### src/inc/aro_defs.vh
`ifndef ARO_DEFS_VH
`define ARO_DEFS_VH

// Register byte offsets (low 12 address bits)
`define ARO_OFF_INSTR  12'h000
`define ARO_OFF_ACC    12'h004
`define ARO_OFF_STAT   12'h008
`define ARO_OFF_PTR0   12'h00c
`define ARO_OFF_PTR1   12'h010
`define ARO_OFF_PC     12'h014
`define ARO_OFF_INTC   12'h018
`define ARO_OFF_STACK  12'h01c
// Data file window: 128 words from 0x200 to 0x3fc
`define ARO_FILE_TAG   3'b001

// Instruction word fields
`define ARO_F_OP_HI    23
`define ARO_F_OP_LO    20
`define ARO_F_PSEL     16
`define ARO_F_DEST     15
`define ARO_F_FA_HI    14
`define ARO_F_FA_LO    8
`define ARO_F_LIT_HI   7
`define ARO_F_LIT_LO   0
`define ARO_F_OFF_HI   5

// Operation codes
`define ARO_OP_PTRADD  4'h0
`define ARO_OP_ANDLIT  4'h1
`define ARO_OP_ADDLIT  4'h2
`define ARO_OP_ANDF    4'h3
`define ARO_OP_ADDF    4'h4
`define ARO_OP_ASR     4'h5
`define ARO_OP_ADDCF   4'h6
`define ARO_OP_RLC     4'h7
`define ARO_OP_RETI    4'h8
`define ARO_OP_RET     4'h9
`define ARO_OP_RETLIT  4'ha

// Status and control bit positions
`define ARO_ST_C       0
`define ARO_ST_DC      1
`define ARO_ST_Z       2
`define ARO_ST_BUSY    7
`define ARO_INTC_GATE  7

// Reset values
`define ARO_RST_BYTE   8'h00
`define ARO_RST_PTR    16'h0000
`define ARO_RST_PC     15'h0000
`define ARO_RST_SP     4'h0

`endif

### src/logic/aro_core.v
`timescale 1ns/1ps
`include "aro_defs.vh"
`default_nettype none

module aro_core (
	input  wire        core_clk,
	input  wire        rst,
	input  wire        hsel,
	input  wire [31:0] haddr,
	input  wire [1:0]  htrans,
	input  wire        hwrite,
	input  wire [2:0]  hsize,
	input  wire [31:0] hwdata,
	input  wire        hready,
	output wire        hreadyout,
	output reg  [31:0] hrdata,
	output wire        hresp
);

	localparam [1:0] ST_IDLE = 2'd0;
	localparam [1:0] ST_EXEC = 2'd1;
	localparam [1:0] ST_RET  = 2'd2;

	reg        wrPend_q;
	reg        rdPend_q;
	reg [11:0] addr_q;
	reg [1:0]  state_q;
	reg [23:0] instr_q;
	reg [7:0]  acc_q;
	reg        flagC_q;
	reg        flagDc_q;
	reg        flagZ_q;
	reg [15:0] ptr0_q;
	reg [15:0] ptr1_q;
	reg [14:0] pc_q;
	reg [7:0]  intc_q;
	reg [3:0]  sp_q;
	reg [14:0] retAddr_q;
	reg [7:0]  fileMem [0:127];
	reg [14:0] stackMem [0:15];

	////////////////////////////////////////////////////////////////////
	// AHB-Lite slave front end

	wire addrPhase;
	wire busWr;
	wire fileHit;
	wire [6:0] fileIdx;

	// Only whole-word singles are expected, so hsize is not decoded
	assign addrPhase = hsel & htrans[1] & hready;
	assign busWr     = wrPend_q;
	assign fileHit   = (addr_q[11:9] == `ARO_FILE_TAG);
	assign fileIdx   = addr_q[8:2];
	// Reads take one wait state so a write just before is seen
	assign hreadyout = ~rdPend_q;
	assign hresp     = 1'b0;

	// Address phase capture
	always @(posedge core_clk) begin
		if (rst) begin
			wrPend_q <= 1'b0;
			rdPend_q <= 1'b0;
			addr_q   <= 12'h000;
		end else begin
			wrPend_q <= addrPhase & hwrite;
			rdPend_q <= addrPhase & ~hwrite;
			if (addrPhase) begin
				addr_q <= haddr[11:0];
			end
		end
	end

	wire selInstr;
	wire selAcc;
	wire selStat;
	wire selPtr0;
	wire selPtr1;
	wire selPc;
	wire selIntc;
	wire selStack;
	wire idle;

	// Write strobes in the data phase
	assign idle     = (state_q == ST_IDLE);
	assign selInstr = busWr & (addr_q == `ARO_OFF_INSTR);
	assign selAcc   = busWr & (addr_q == `ARO_OFF_ACC);
	assign selStat  = busWr & (addr_q == `ARO_OFF_STAT);
	assign selPtr0  = busWr & (addr_q == `ARO_OFF_PTR0);
	assign selPtr1  = busWr & (addr_q == `ARO_OFF_PTR1);
	assign selPc    = busWr & (addr_q == `ARO_OFF_PC);
	assign selIntc  = busWr & (addr_q == `ARO_OFF_INTC);
	assign selStack = busWr & (addr_q == `ARO_OFF_STACK);

	////////////////////////////////////////////////////////////////////
	// Instruction decode and datapath

	wire [3:0]  op;
	wire [7:0]  lit;
	wire [6:0]  fa;
	wire        dest;
	wire        psel;
	wire [5:0]  off6;
	wire [7:0]  fv;
	wire        exec;
	wire [15:0] ptrCur;
	wire [14:0] stackHead;

	assign op     = instr_q[`ARO_F_OP_HI:`ARO_F_OP_LO];
	assign lit    = instr_q[`ARO_F_LIT_HI:`ARO_F_LIT_LO];
	assign fa     = instr_q[`ARO_F_FA_HI:`ARO_F_FA_LO];
	assign dest   = instr_q[`ARO_F_DEST];
	assign psel   = instr_q[`ARO_F_PSEL];
	assign off6   = instr_q[`ARO_F_OFF_HI:`ARO_F_LIT_LO];
	assign fv     = fileMem[fa];
	assign exec   = (state_q == ST_EXEC);
	assign ptrCur = psel ? ptr1_q : ptr0_q;
	// Empty stack pops wrap to the last slot, as a circular stack does
	assign stackHead = stackMem[sp_q - 4'h1];

	reg [7:0]  opB;
	reg        cIn;
	reg [8:0]  sum9;
	reg [4:0]  nib5;
	reg [7:0]  res;
	reg        cOut;
	reg        updC;
	reg        updDc;
	reg        updZ;
	reg        toAcc;
	reg        toFile;
	reg        ptrWr;
	reg [15:0] ptrNext;

	// Combinational ALU for the single-cycle group
	always @* begin
		opB     = (op == `ARO_OP_ADDLIT) ? lit : fv;
		cIn     = (op == `ARO_OP_ADDCF) ? flagC_q : 1'b0;
		sum9    = {1'b0, acc_q} + {1'b0, opB} + {8'h00, cIn};
		nib5    = {1'b0, acc_q[3:0]} + {1'b0, opB[3:0]} + {4'h0, cIn};
		ptrNext = ptrCur + {{10{off6[5]}}, off6};
		res     = 8'h00;
		cOut    = flagC_q;
		updC    = 1'b0;
		updDc   = 1'b0;
		updZ    = 1'b0;
		toAcc   = 1'b0;
		toFile  = 1'b0;
		ptrWr   = 1'b0;
		case (op)
			`ARO_OP_PTRADD: begin
				ptrWr = 1'b1;
			end
			`ARO_OP_ANDLIT: begin
				res   = acc_q & lit;
				updZ  = 1'b1;
				toAcc = 1'b1;
			end
			`ARO_OP_ADDLIT: begin
				res   = sum9[7:0];
				cOut  = sum9[8];
				updC  = 1'b1;
				updDc = 1'b1;
				updZ  = 1'b1;
				toAcc = 1'b1;
			end
			`ARO_OP_ANDF: begin
				res  = acc_q & fv;
				updZ = 1'b1;
			end
			`ARO_OP_ADDF, `ARO_OP_ADDCF: begin
				res   = sum9[7:0];
				cOut  = sum9[8];
				updC  = 1'b1;
				updDc = 1'b1;
				updZ  = 1'b1;
			end
			// Sign bit kept, bit 0 to carry
			`ARO_OP_ASR: begin
				res  = {fv[7], fv[7:1]};
				cOut = fv[0];
				updC = 1'b1;
				updZ = 1'b1;
			end
			`ARO_OP_RLC: begin
				res  = {fv[6:0], flagC_q};
				cOut = fv[7];
				updC = 1'b1;
			end
			default: begin
				res = 8'h00;
			end
		endcase
		if ((op == `ARO_OP_ANDF) || (op == `ARO_OP_ADDF) ||
			(op == `ARO_OP_ASR) || (op == `ARO_OP_ADDCF) ||
			(op == `ARO_OP_RLC)) begin
			toAcc  = ~dest;
			toFile = dest;
		end
	end

	wire isRet;
	assign isRet = (op == `ARO_OP_RETI) || (op == `ARO_OP_RET) ||
		(op == `ARO_OP_RETLIT);

	////////////////////////////////////////////////////////////////////
	// Sequencer: one cycle for ALU work, two for returns

	// Instruction writes while busy are dropped
	always @(posedge core_clk) begin
		if (rst) begin
			state_q <= ST_IDLE;
			instr_q <= 24'h000000;
		end else begin
			case (state_q)
				ST_IDLE: begin
					if (selInstr) begin
						instr_q <= hwdata[23:0];
						state_q <= ST_EXEC;
					end
				end
				ST_EXEC: begin
					state_q <= isRet ? ST_RET : ST_IDLE;
				end
				ST_RET: begin
					state_q <= ST_IDLE;
				end
				default: begin
					state_q <= ST_IDLE;
				end
			endcase
		end
	end

	////////////////////////////////////////////////////////////////////
	// Architectural state; execution wins over a bus write

	// Accumulator
	always @(posedge core_clk) begin
		if (rst) begin
			acc_q <= `ARO_RST_BYTE;
		end else if (exec && toAcc) begin
			acc_q <= res;
		// Literal loaded on the pop cycle
		end else if (exec && (op == `ARO_OP_RETLIT)) begin
			acc_q <= lit;
		end else if (selAcc) begin
			acc_q <= hwdata[7:0];
		end
	end

	// Status flags; returns and pointer add leave them alone
	always @(posedge core_clk) begin
		if (rst) begin
			flagC_q  <= 1'b0;
			flagDc_q <= 1'b0;
			flagZ_q  <= 1'b0;
		end else if (exec) begin
			if (updC) begin
				flagC_q <= cOut;
			end
			// Carry out of bit 3, zero test
			if (updDc) begin
				flagDc_q <= nib5[4];
			end
			if (updZ) begin
				flagZ_q <= (res == 8'h00);
			end
		end else if (selStat) begin
			flagC_q  <= hwdata[`ARO_ST_C];
			flagDc_q <= hwdata[`ARO_ST_DC];
			flagZ_q  <= hwdata[`ARO_ST_Z];
		end
	end

	// Pointer pairs
	always @(posedge core_clk) begin
		if (rst) begin
			ptr0_q <= `ARO_RST_PTR;
			ptr1_q <= `ARO_RST_PTR;
		end else begin
			if (exec && ptrWr && !psel) begin
				ptr0_q <= ptrNext;
			end else if (selPtr0) begin
				ptr0_q <= hwdata[15:0];
			end
			if (exec && ptrWr && psel) begin
				ptr1_q <= ptrNext;
			end else if (selPtr1) begin
				ptr1_q <= hwdata[15:0];
			end
		end
	end

	// Data file
	always @(posedge core_clk) begin
		if (exec && toFile) begin
			fileMem[fa] <= res;
		end else if (busWr && fileHit) begin
			fileMem[fileIdx] <= hwdata[7:0];
		end
	end

	// Return stack: pushed by software, popped by returns
	always @(posedge core_clk) begin
		if (rst) begin
			sp_q      <= `ARO_RST_SP;
			retAddr_q <= `ARO_RST_PC;
		end else if (exec && isRet) begin
			sp_q      <= sp_q - 4'h1;
			retAddr_q <= stackHead;
		end else if (selStack && idle) begin
			stackMem[sp_q] <= hwdata[14:0];
			sp_q           <= sp_q + 4'h1;
		end
	end

	// Program counter and interrupt control
	always @(posedge core_clk) begin
		if (rst) begin
			pc_q   <= `ARO_RST_PC;
			intc_q <= `ARO_RST_BYTE;
		end else begin
			// Popped address lands on second cycle
			if (state_q == ST_RET) begin
				pc_q <= retAddr_q;
			end else if (selPc) begin
				pc_q <= hwdata[14:0];
			end
			// Gate set with the PC load
			if ((state_q == ST_RET) && (op == `ARO_OP_RETI)) begin
				intc_q[`ARO_INTC_GATE] <= 1'b1;
			end else if (selIntc) begin
				intc_q <= hwdata[7:0];
			end
		end
	end

	////////////////////////////////////////////////////////////////////
	// Read path, registered in the wait cycle

	reg [31:0] rdMux;

	// Unmapped addresses read as zero
	always @* begin
		rdMux = 32'h00000000;
		if (fileHit) begin
			rdMux = {24'h000000, fileMem[fileIdx]};
		end else begin
			case (addr_q)
				`ARO_OFF_INSTR: rdMux = {8'h00, instr_q};
				`ARO_OFF_ACC:   rdMux = {24'h000000, acc_q};
				`ARO_OFF_STAT:  rdMux = {24'h000000, ~idle, 4'h0,
					flagZ_q, flagDc_q, flagC_q};
				`ARO_OFF_PTR0:  rdMux = {16'h0000, ptr0_q};
				`ARO_OFF_PTR1:  rdMux = {16'h0000, ptr1_q};
				`ARO_OFF_PC:    rdMux = {17'h00000, pc_q};
				`ARO_OFF_INTC:  rdMux = {24'h000000, intc_q};
				`ARO_OFF_STACK: rdMux = {13'h0000, sp_q, stackHead};
				default:        rdMux = 32'h00000000;
			endcase
		end
	end

	always @(posedge core_clk) begin
		if (rst) begin
			hrdata <= 32'h00000000;
		end else if (rdPend_q) begin
			hrdata <= rdMux;
		end
	end

endmodule // aro_core

`default_nettype wire

### config.mk
export PLATFORM = sky130hd
export DESIGN_NAME = aro_core
export DESIGN_NICKNAME = d
export VERILOG_FILES = /design/src/logic/aro_core.v
export VERILOG_INCLUDE_DIRS = /design/src /design/src/inc
export SDC_FILE = /design/constraint.sdc
export NUM_CORES = 2
export LEC_CHECK = 0
export ABC_AREA = 1
export BUFFER_PORTS_ARGS = -buffer_cell sky130_fd_sc_hd__clkbuf_2
export CAP_MARGIN = 40
export CORE_AREA = 8 8 454 456
export CTS_CLUSTER_SIZE = 25
export DETAILED_ROUTE_END_ITERATION = 10
export DIE_AREA = 0 0 462 464
export PLACE_DENSITY = 0.47
export SLEW_MARGIN = 20
export SYNTH_ARGS = -nofsm -noshare
export SYNTH_HDL_FRONTEND = slang
export SYNTH_SLANG_ARGS = --single-unit
export TNS_END_PERCENT = 10
### constraint.sdc
create_clock -name core_clk -period 14.7 [get_ports core_clk]
set_clock_uncertainty 0.15 [all_clocks]
set_input_delay 2.94 -clock core_clk [delete_from_list [all_inputs] [get_ports core_clk]]
set_output_delay 2.94 -clock core_clk [all_outputs]
set_load 0.03 [all_outputs]
After elaboration in Yosys (flattened, before gate mapping) --
Memory sizes are Yosys's and may differ from the RTL's. A register that Yosys moved wholly into a read port is not among the register bits. Cells that the tools add are included.
Operators by class: add/sub/neg operators 7, multiply operators 0, divide/modulo/power cells 0, $lt $le $gt $ge 0, equality and inequality tests 25, shift-type cells 0, mux-type cells 55, bitwise operators 19, reductions and logical operators 38
Operators with widths (count):
- $pmux 24 s8 | 1
- $mux 16 | 5
- $eq 12x5->1 const B | 4
- $mux 8 | 6
- $pmux 8 s5 | 1
- $mux 7 | 5
- $mux 15 | 2
- $mux 1 | 28
- $eq 12x4->1 const B | 2
- $mux 24 | 1
- $add 16x16->16 | 1
- $and 8x8->8 | 2
- $eq 4x3->1 const B | 4
- $and 1x1->1 | 12
- $eq 12x3->1 const B | 1
- $eq 4x4->1 const B | 3
- $logic_not 12->1 | 1
- $reduce_bool 2->1 | 6
- $logic_and 1x1->1 | 10
- $add 8x8->9 | 1
- $add 9x1->9 | 1
- $eq 4x2->1 const B | 2
- $logic_not 8->1 | 1
- $mux 4 | 2
- other kinds (27) | 42
Storage, ports and cells: register bits after elaboration 157, bits in latches 0, bits in writable memories 1264, ROM bits 0, input port bits 74, output and inout port bits 34, word-level logic and storage cells 163, memories 2
Memory list:
- fileMem | depth 128, bits a word 8, read ports 2, clocked after memory_dff 2, write ports 1, RTL line aro_core.v:39 | reg [7:0] fileMem [0:127];
- stackMem | depth 16, bits a word 15, read ports 1, clocked after memory_dff 0, write ports 1, RTL line aro_core.v:40 | reg [14:0] stackMem [0:15];

Longest topological paths before layout --
depth in word-level cells 11, depth in mapped cells 29, mapped depth without buffers 26

Least setup slack after synthesis --
OpenSTA, ideal clock, no wires.
kind input port to flip-flop, start point input port hwdata[2], end point memory fileMem[0][2] (data pin), library setup time 893 ps, arrival time 6684 ps, required time 13657 ps, setup slack 6974 ps, stages 3, path buffers 1, path through clkbuf_1 nor2_1 a21oi_1
On the way: word-level cells in the longest chain between the ends 1
Ends and longest elaborated chain:
- start: declaration | RTL line aro_core.v:13 | input wire [31:0] hwdata,
- $mux 8 (no source line)
- end: declaration | RTL line aro_core.v:39
No other way between the ends.

==> flow_summary.json <==
{
  "yosysSeqAreaShare": 0.5948,
  "ys.flop_type": "edfxtp_1",
  "slowest_stage": "dfxtp_4",
  "start_util": 0.3489,
  "synth.distinct_cells": 55,
  "rows": 164,
  "setup_tns_ns": 0,
  "final_cell_mix": "nand2_1 (1486), edfxtp_1 (1264), nand3_1 (1052)",
  "ys_seq_elements": 1427,
  "drt_pass1_iterations": 6,
  "grt_pass1_vias": 55050,
  "post-place-ws_ns": 6.151,
  "setup_violations": 0,
  "finalNonFillerCells": 10100,
  "critical_path_required_ns": 15.06,
  "grt_overflow": 0,
  "max-clock-path-buffers": 3,
  "fin_ws_ns": 6.183,
  "yosys_warnings": 0,
  "total_power_mw": 8.900,
  "worst_pin_slew_ns": 0.9555,
  "ir_drop_uv": 97.38,
  "wl_met3_um": 21660,
  "power_density_mw_per_mm2": 113.7,
  "rsz0062_at_grt": "false",
  "cts_tree": "done",
  "cts_buffers": 166,
  "htreeDepth": 4,
  "antenna_found_initial": 5,
  "post_cts_resized": 0,
  "insertion_delay_ns": 0.84,
  "wl_met2_um": 118100,
  "status": "completed",
  "synth_cells": 7362,
  "critPathMaxFanout": 69,
  "top_layer_used": "met4",
  "routed_wl_um": 263000,
  "area_growth_pct": 12.98,
  "drc_errors": 0,
  "cts.sinks": 1427,
  "finalHoldViolCount": 0,
  "cap_violations": 0,
  "met1_length_um": 110800,
  "clk_transition_reported_paths_ns": 0.06,
  "drive_gt1_frac": 0.08792,
  "vias": 58130,
  "worstPathArrival_ns": 8.88,
  "die-area_sq_mm": 0.2144,
  "post-place-cells": 9765,
  "synth-edff-count": 1264,
  "core_sq_mm": 0.1986,
  "period_share": 0.5794,
  "vias_per_cell": 5.753,
  "syn_avg_cell_area_sq_um": 9.413,
  "num-nets-final": 7409,
  "grt_usage": 0.2347,
  "startpoint_type": "flop",
  "place_congestion": 0.9245,
  "end_kind": "flop",
  "ant_nets": 0,
  "async_reset_ff_frac": 0,
  "finalInstanceArea_sq_mm": 0.07830,
  "num-fill-cells": 19570,
  "grt_max_degree": 148,
  "slowest_delay_ns": 0.75,
  "utilization": 0.3942,
  "ctsHoldBuffers": 0,
  "drv_slew": 0,
  "fmax_mhz": 117.4,
  "min_path_type": "reg2reg",
  "fin_crit_ns": 8.517,
  "whs_ns": 0.2931,
  "cts_root_buffer": "clkbuf_16",
  "avgRoutedWirePerCell_um": 26.03,
  "maxSlewHeadroom": 0.3562,
  "post_cts_buffers": 0,
  "grt_pass1_wl_um": 378500,
  "io_pins": 108,
  "drtIter0Drc": 6514,
  "placed_cell_area_sq_mm": 0.07273,
  "die_h_um": 464,
  "path_class": "reg2reg",
  "layout_commonest_cell": "nand2_1",
  "leakage_nw": 27.32,
  "dpl.hpwl_um": 157200,
  "netlist_area_sq_mm": 0.06930,
  "io_buffers": 66,
  "fp.dieW_um": 462,
  "cp_common_cell": "nand2_1"
}
[sequential cells by signal (all words and copies together), names as in the netlist, 15 cells and up, named ones only]
| register | cells |
|---|---|
| fileMem | 1024 |
| hrdata | 24 |
| instr_q | 24 |
| pc_q | 15 |
| ptr0_q | 16 |
| ptr1_q | 16 |
| retAddr_q | 15 |
| stackMem | 240 |
[logic make-up (layout without fill, tap and decap cells)]
logic type | after synthesis | count (layout) | synth area share
AND/OR/NAND/NOR | 3570 | 3570 | 0.2159
AO/OA/AOI/OAI | 1532 | 1532 | 0.1277
flip-flops | 1427 | 1427 | 0.5948
buffers and inverters | 753 | 822 | 0.04911
multiplexers | 31 | 31 | 0.004478
adder cells (fa/ha/maj) | 29 | 29 | 0.005561
XOR/XNOR | 19 | 19 | 0.002401
other | 1 | 18 | 0.00005411
[Yosys cell counts (all sizes together) (14+ instances only)]
master	n	share of area
dfxtp	163	0.047
inv	180	0.0098
mux2i	31	0.0045
buf	255	0.022
o21ai	834	0.061
ha	26	0.0047
o22ai	267	0.024
a211oi	17	0.0018
nand4	21	0.0019
o211ai	66	0.0072
edfxtp	1264	0.55
nand3	1054	0.076
a221oi	20	0.0025
o221ai	76	0.0096
o32ai	29	0.0037
or2	16	0.0014
nor3	14	0.0014
a22oi	14	0.0015
nor2	967	0.053
clkbuf	313	0.017
a21oi	159	0.011
nand2	1488	0.081
a31oi	24	0.0022
[per-layer routing]
metal | vias to the layer above | GRT usage
met1 | 28660 | 0.3209
met3 | 567 | 0.04260
met2 | 2769 | 0.3613
met4 | 0 | 0.1096
li1 | 26130 | -
met5 | - | 0
[final cells by class]
cell class / instances / area (sq um) / share of cell area
Multi-Input combinational cell: 5190 / 24840 / 0.3173
Clock inverter: 84 / 848.3 / 0.01083
Antenna cell: 9 / 22.52 / 0.0002877
Sequential cell: 1427 / 41250 / 0.5269
Tap cell: 2656 / 3323 / 0.04244
Timing Repair Buffer: 336 / 2880 / 0.03679
Inverter: 185 / 739.5 / 0.009445
Clock buffer: 217 / 4387 / 0.05603
[where the power goes]
group,internal [mW],leakage [nW],switching (mW)
clock,2.28,2.52,1.75
combinational,0.112,11.8,0.369
sequential,4.38,13.0,0.0123
total,6.77,27.3,2.13
[final timing paths]
| path | start | endpoint | slack [ns] | cells after the start |
|---|---|---|---|---|
| worst max register to register | flop | fileMem[29][6]$_DFFE_PP_ | 6.18 | 28 |
| worst min register to register | addr_q[10]$_SDFFE_PP0P_ | addr_q[10]$_SDFFE_PP0P_ | 0.29 | 2 |
| worst max-delay path | flop | fileMem[29][6]$_DFFE_PP_ | 6.18 | 28 |
| worst min-delay path | addr_q[10]$_SDFFE_PP0P_ | addr_q[10]$_SDFFE_PP0P_ | 0.29 | 2 |
[worst max-delay path: cells and delay by family, from the launching register on]
family | cells | cell delay (ns)
compound gates | 4 | 0.79
flops | 1 | 0.75
simple gates | 14 | 1.79
buf+inv | 7 | 3.46
xor+xnor | 1 | 0.14
fa+ha+maj | 2 | 0.70
No activity file was read; power rests on OpenSTA's default activity.
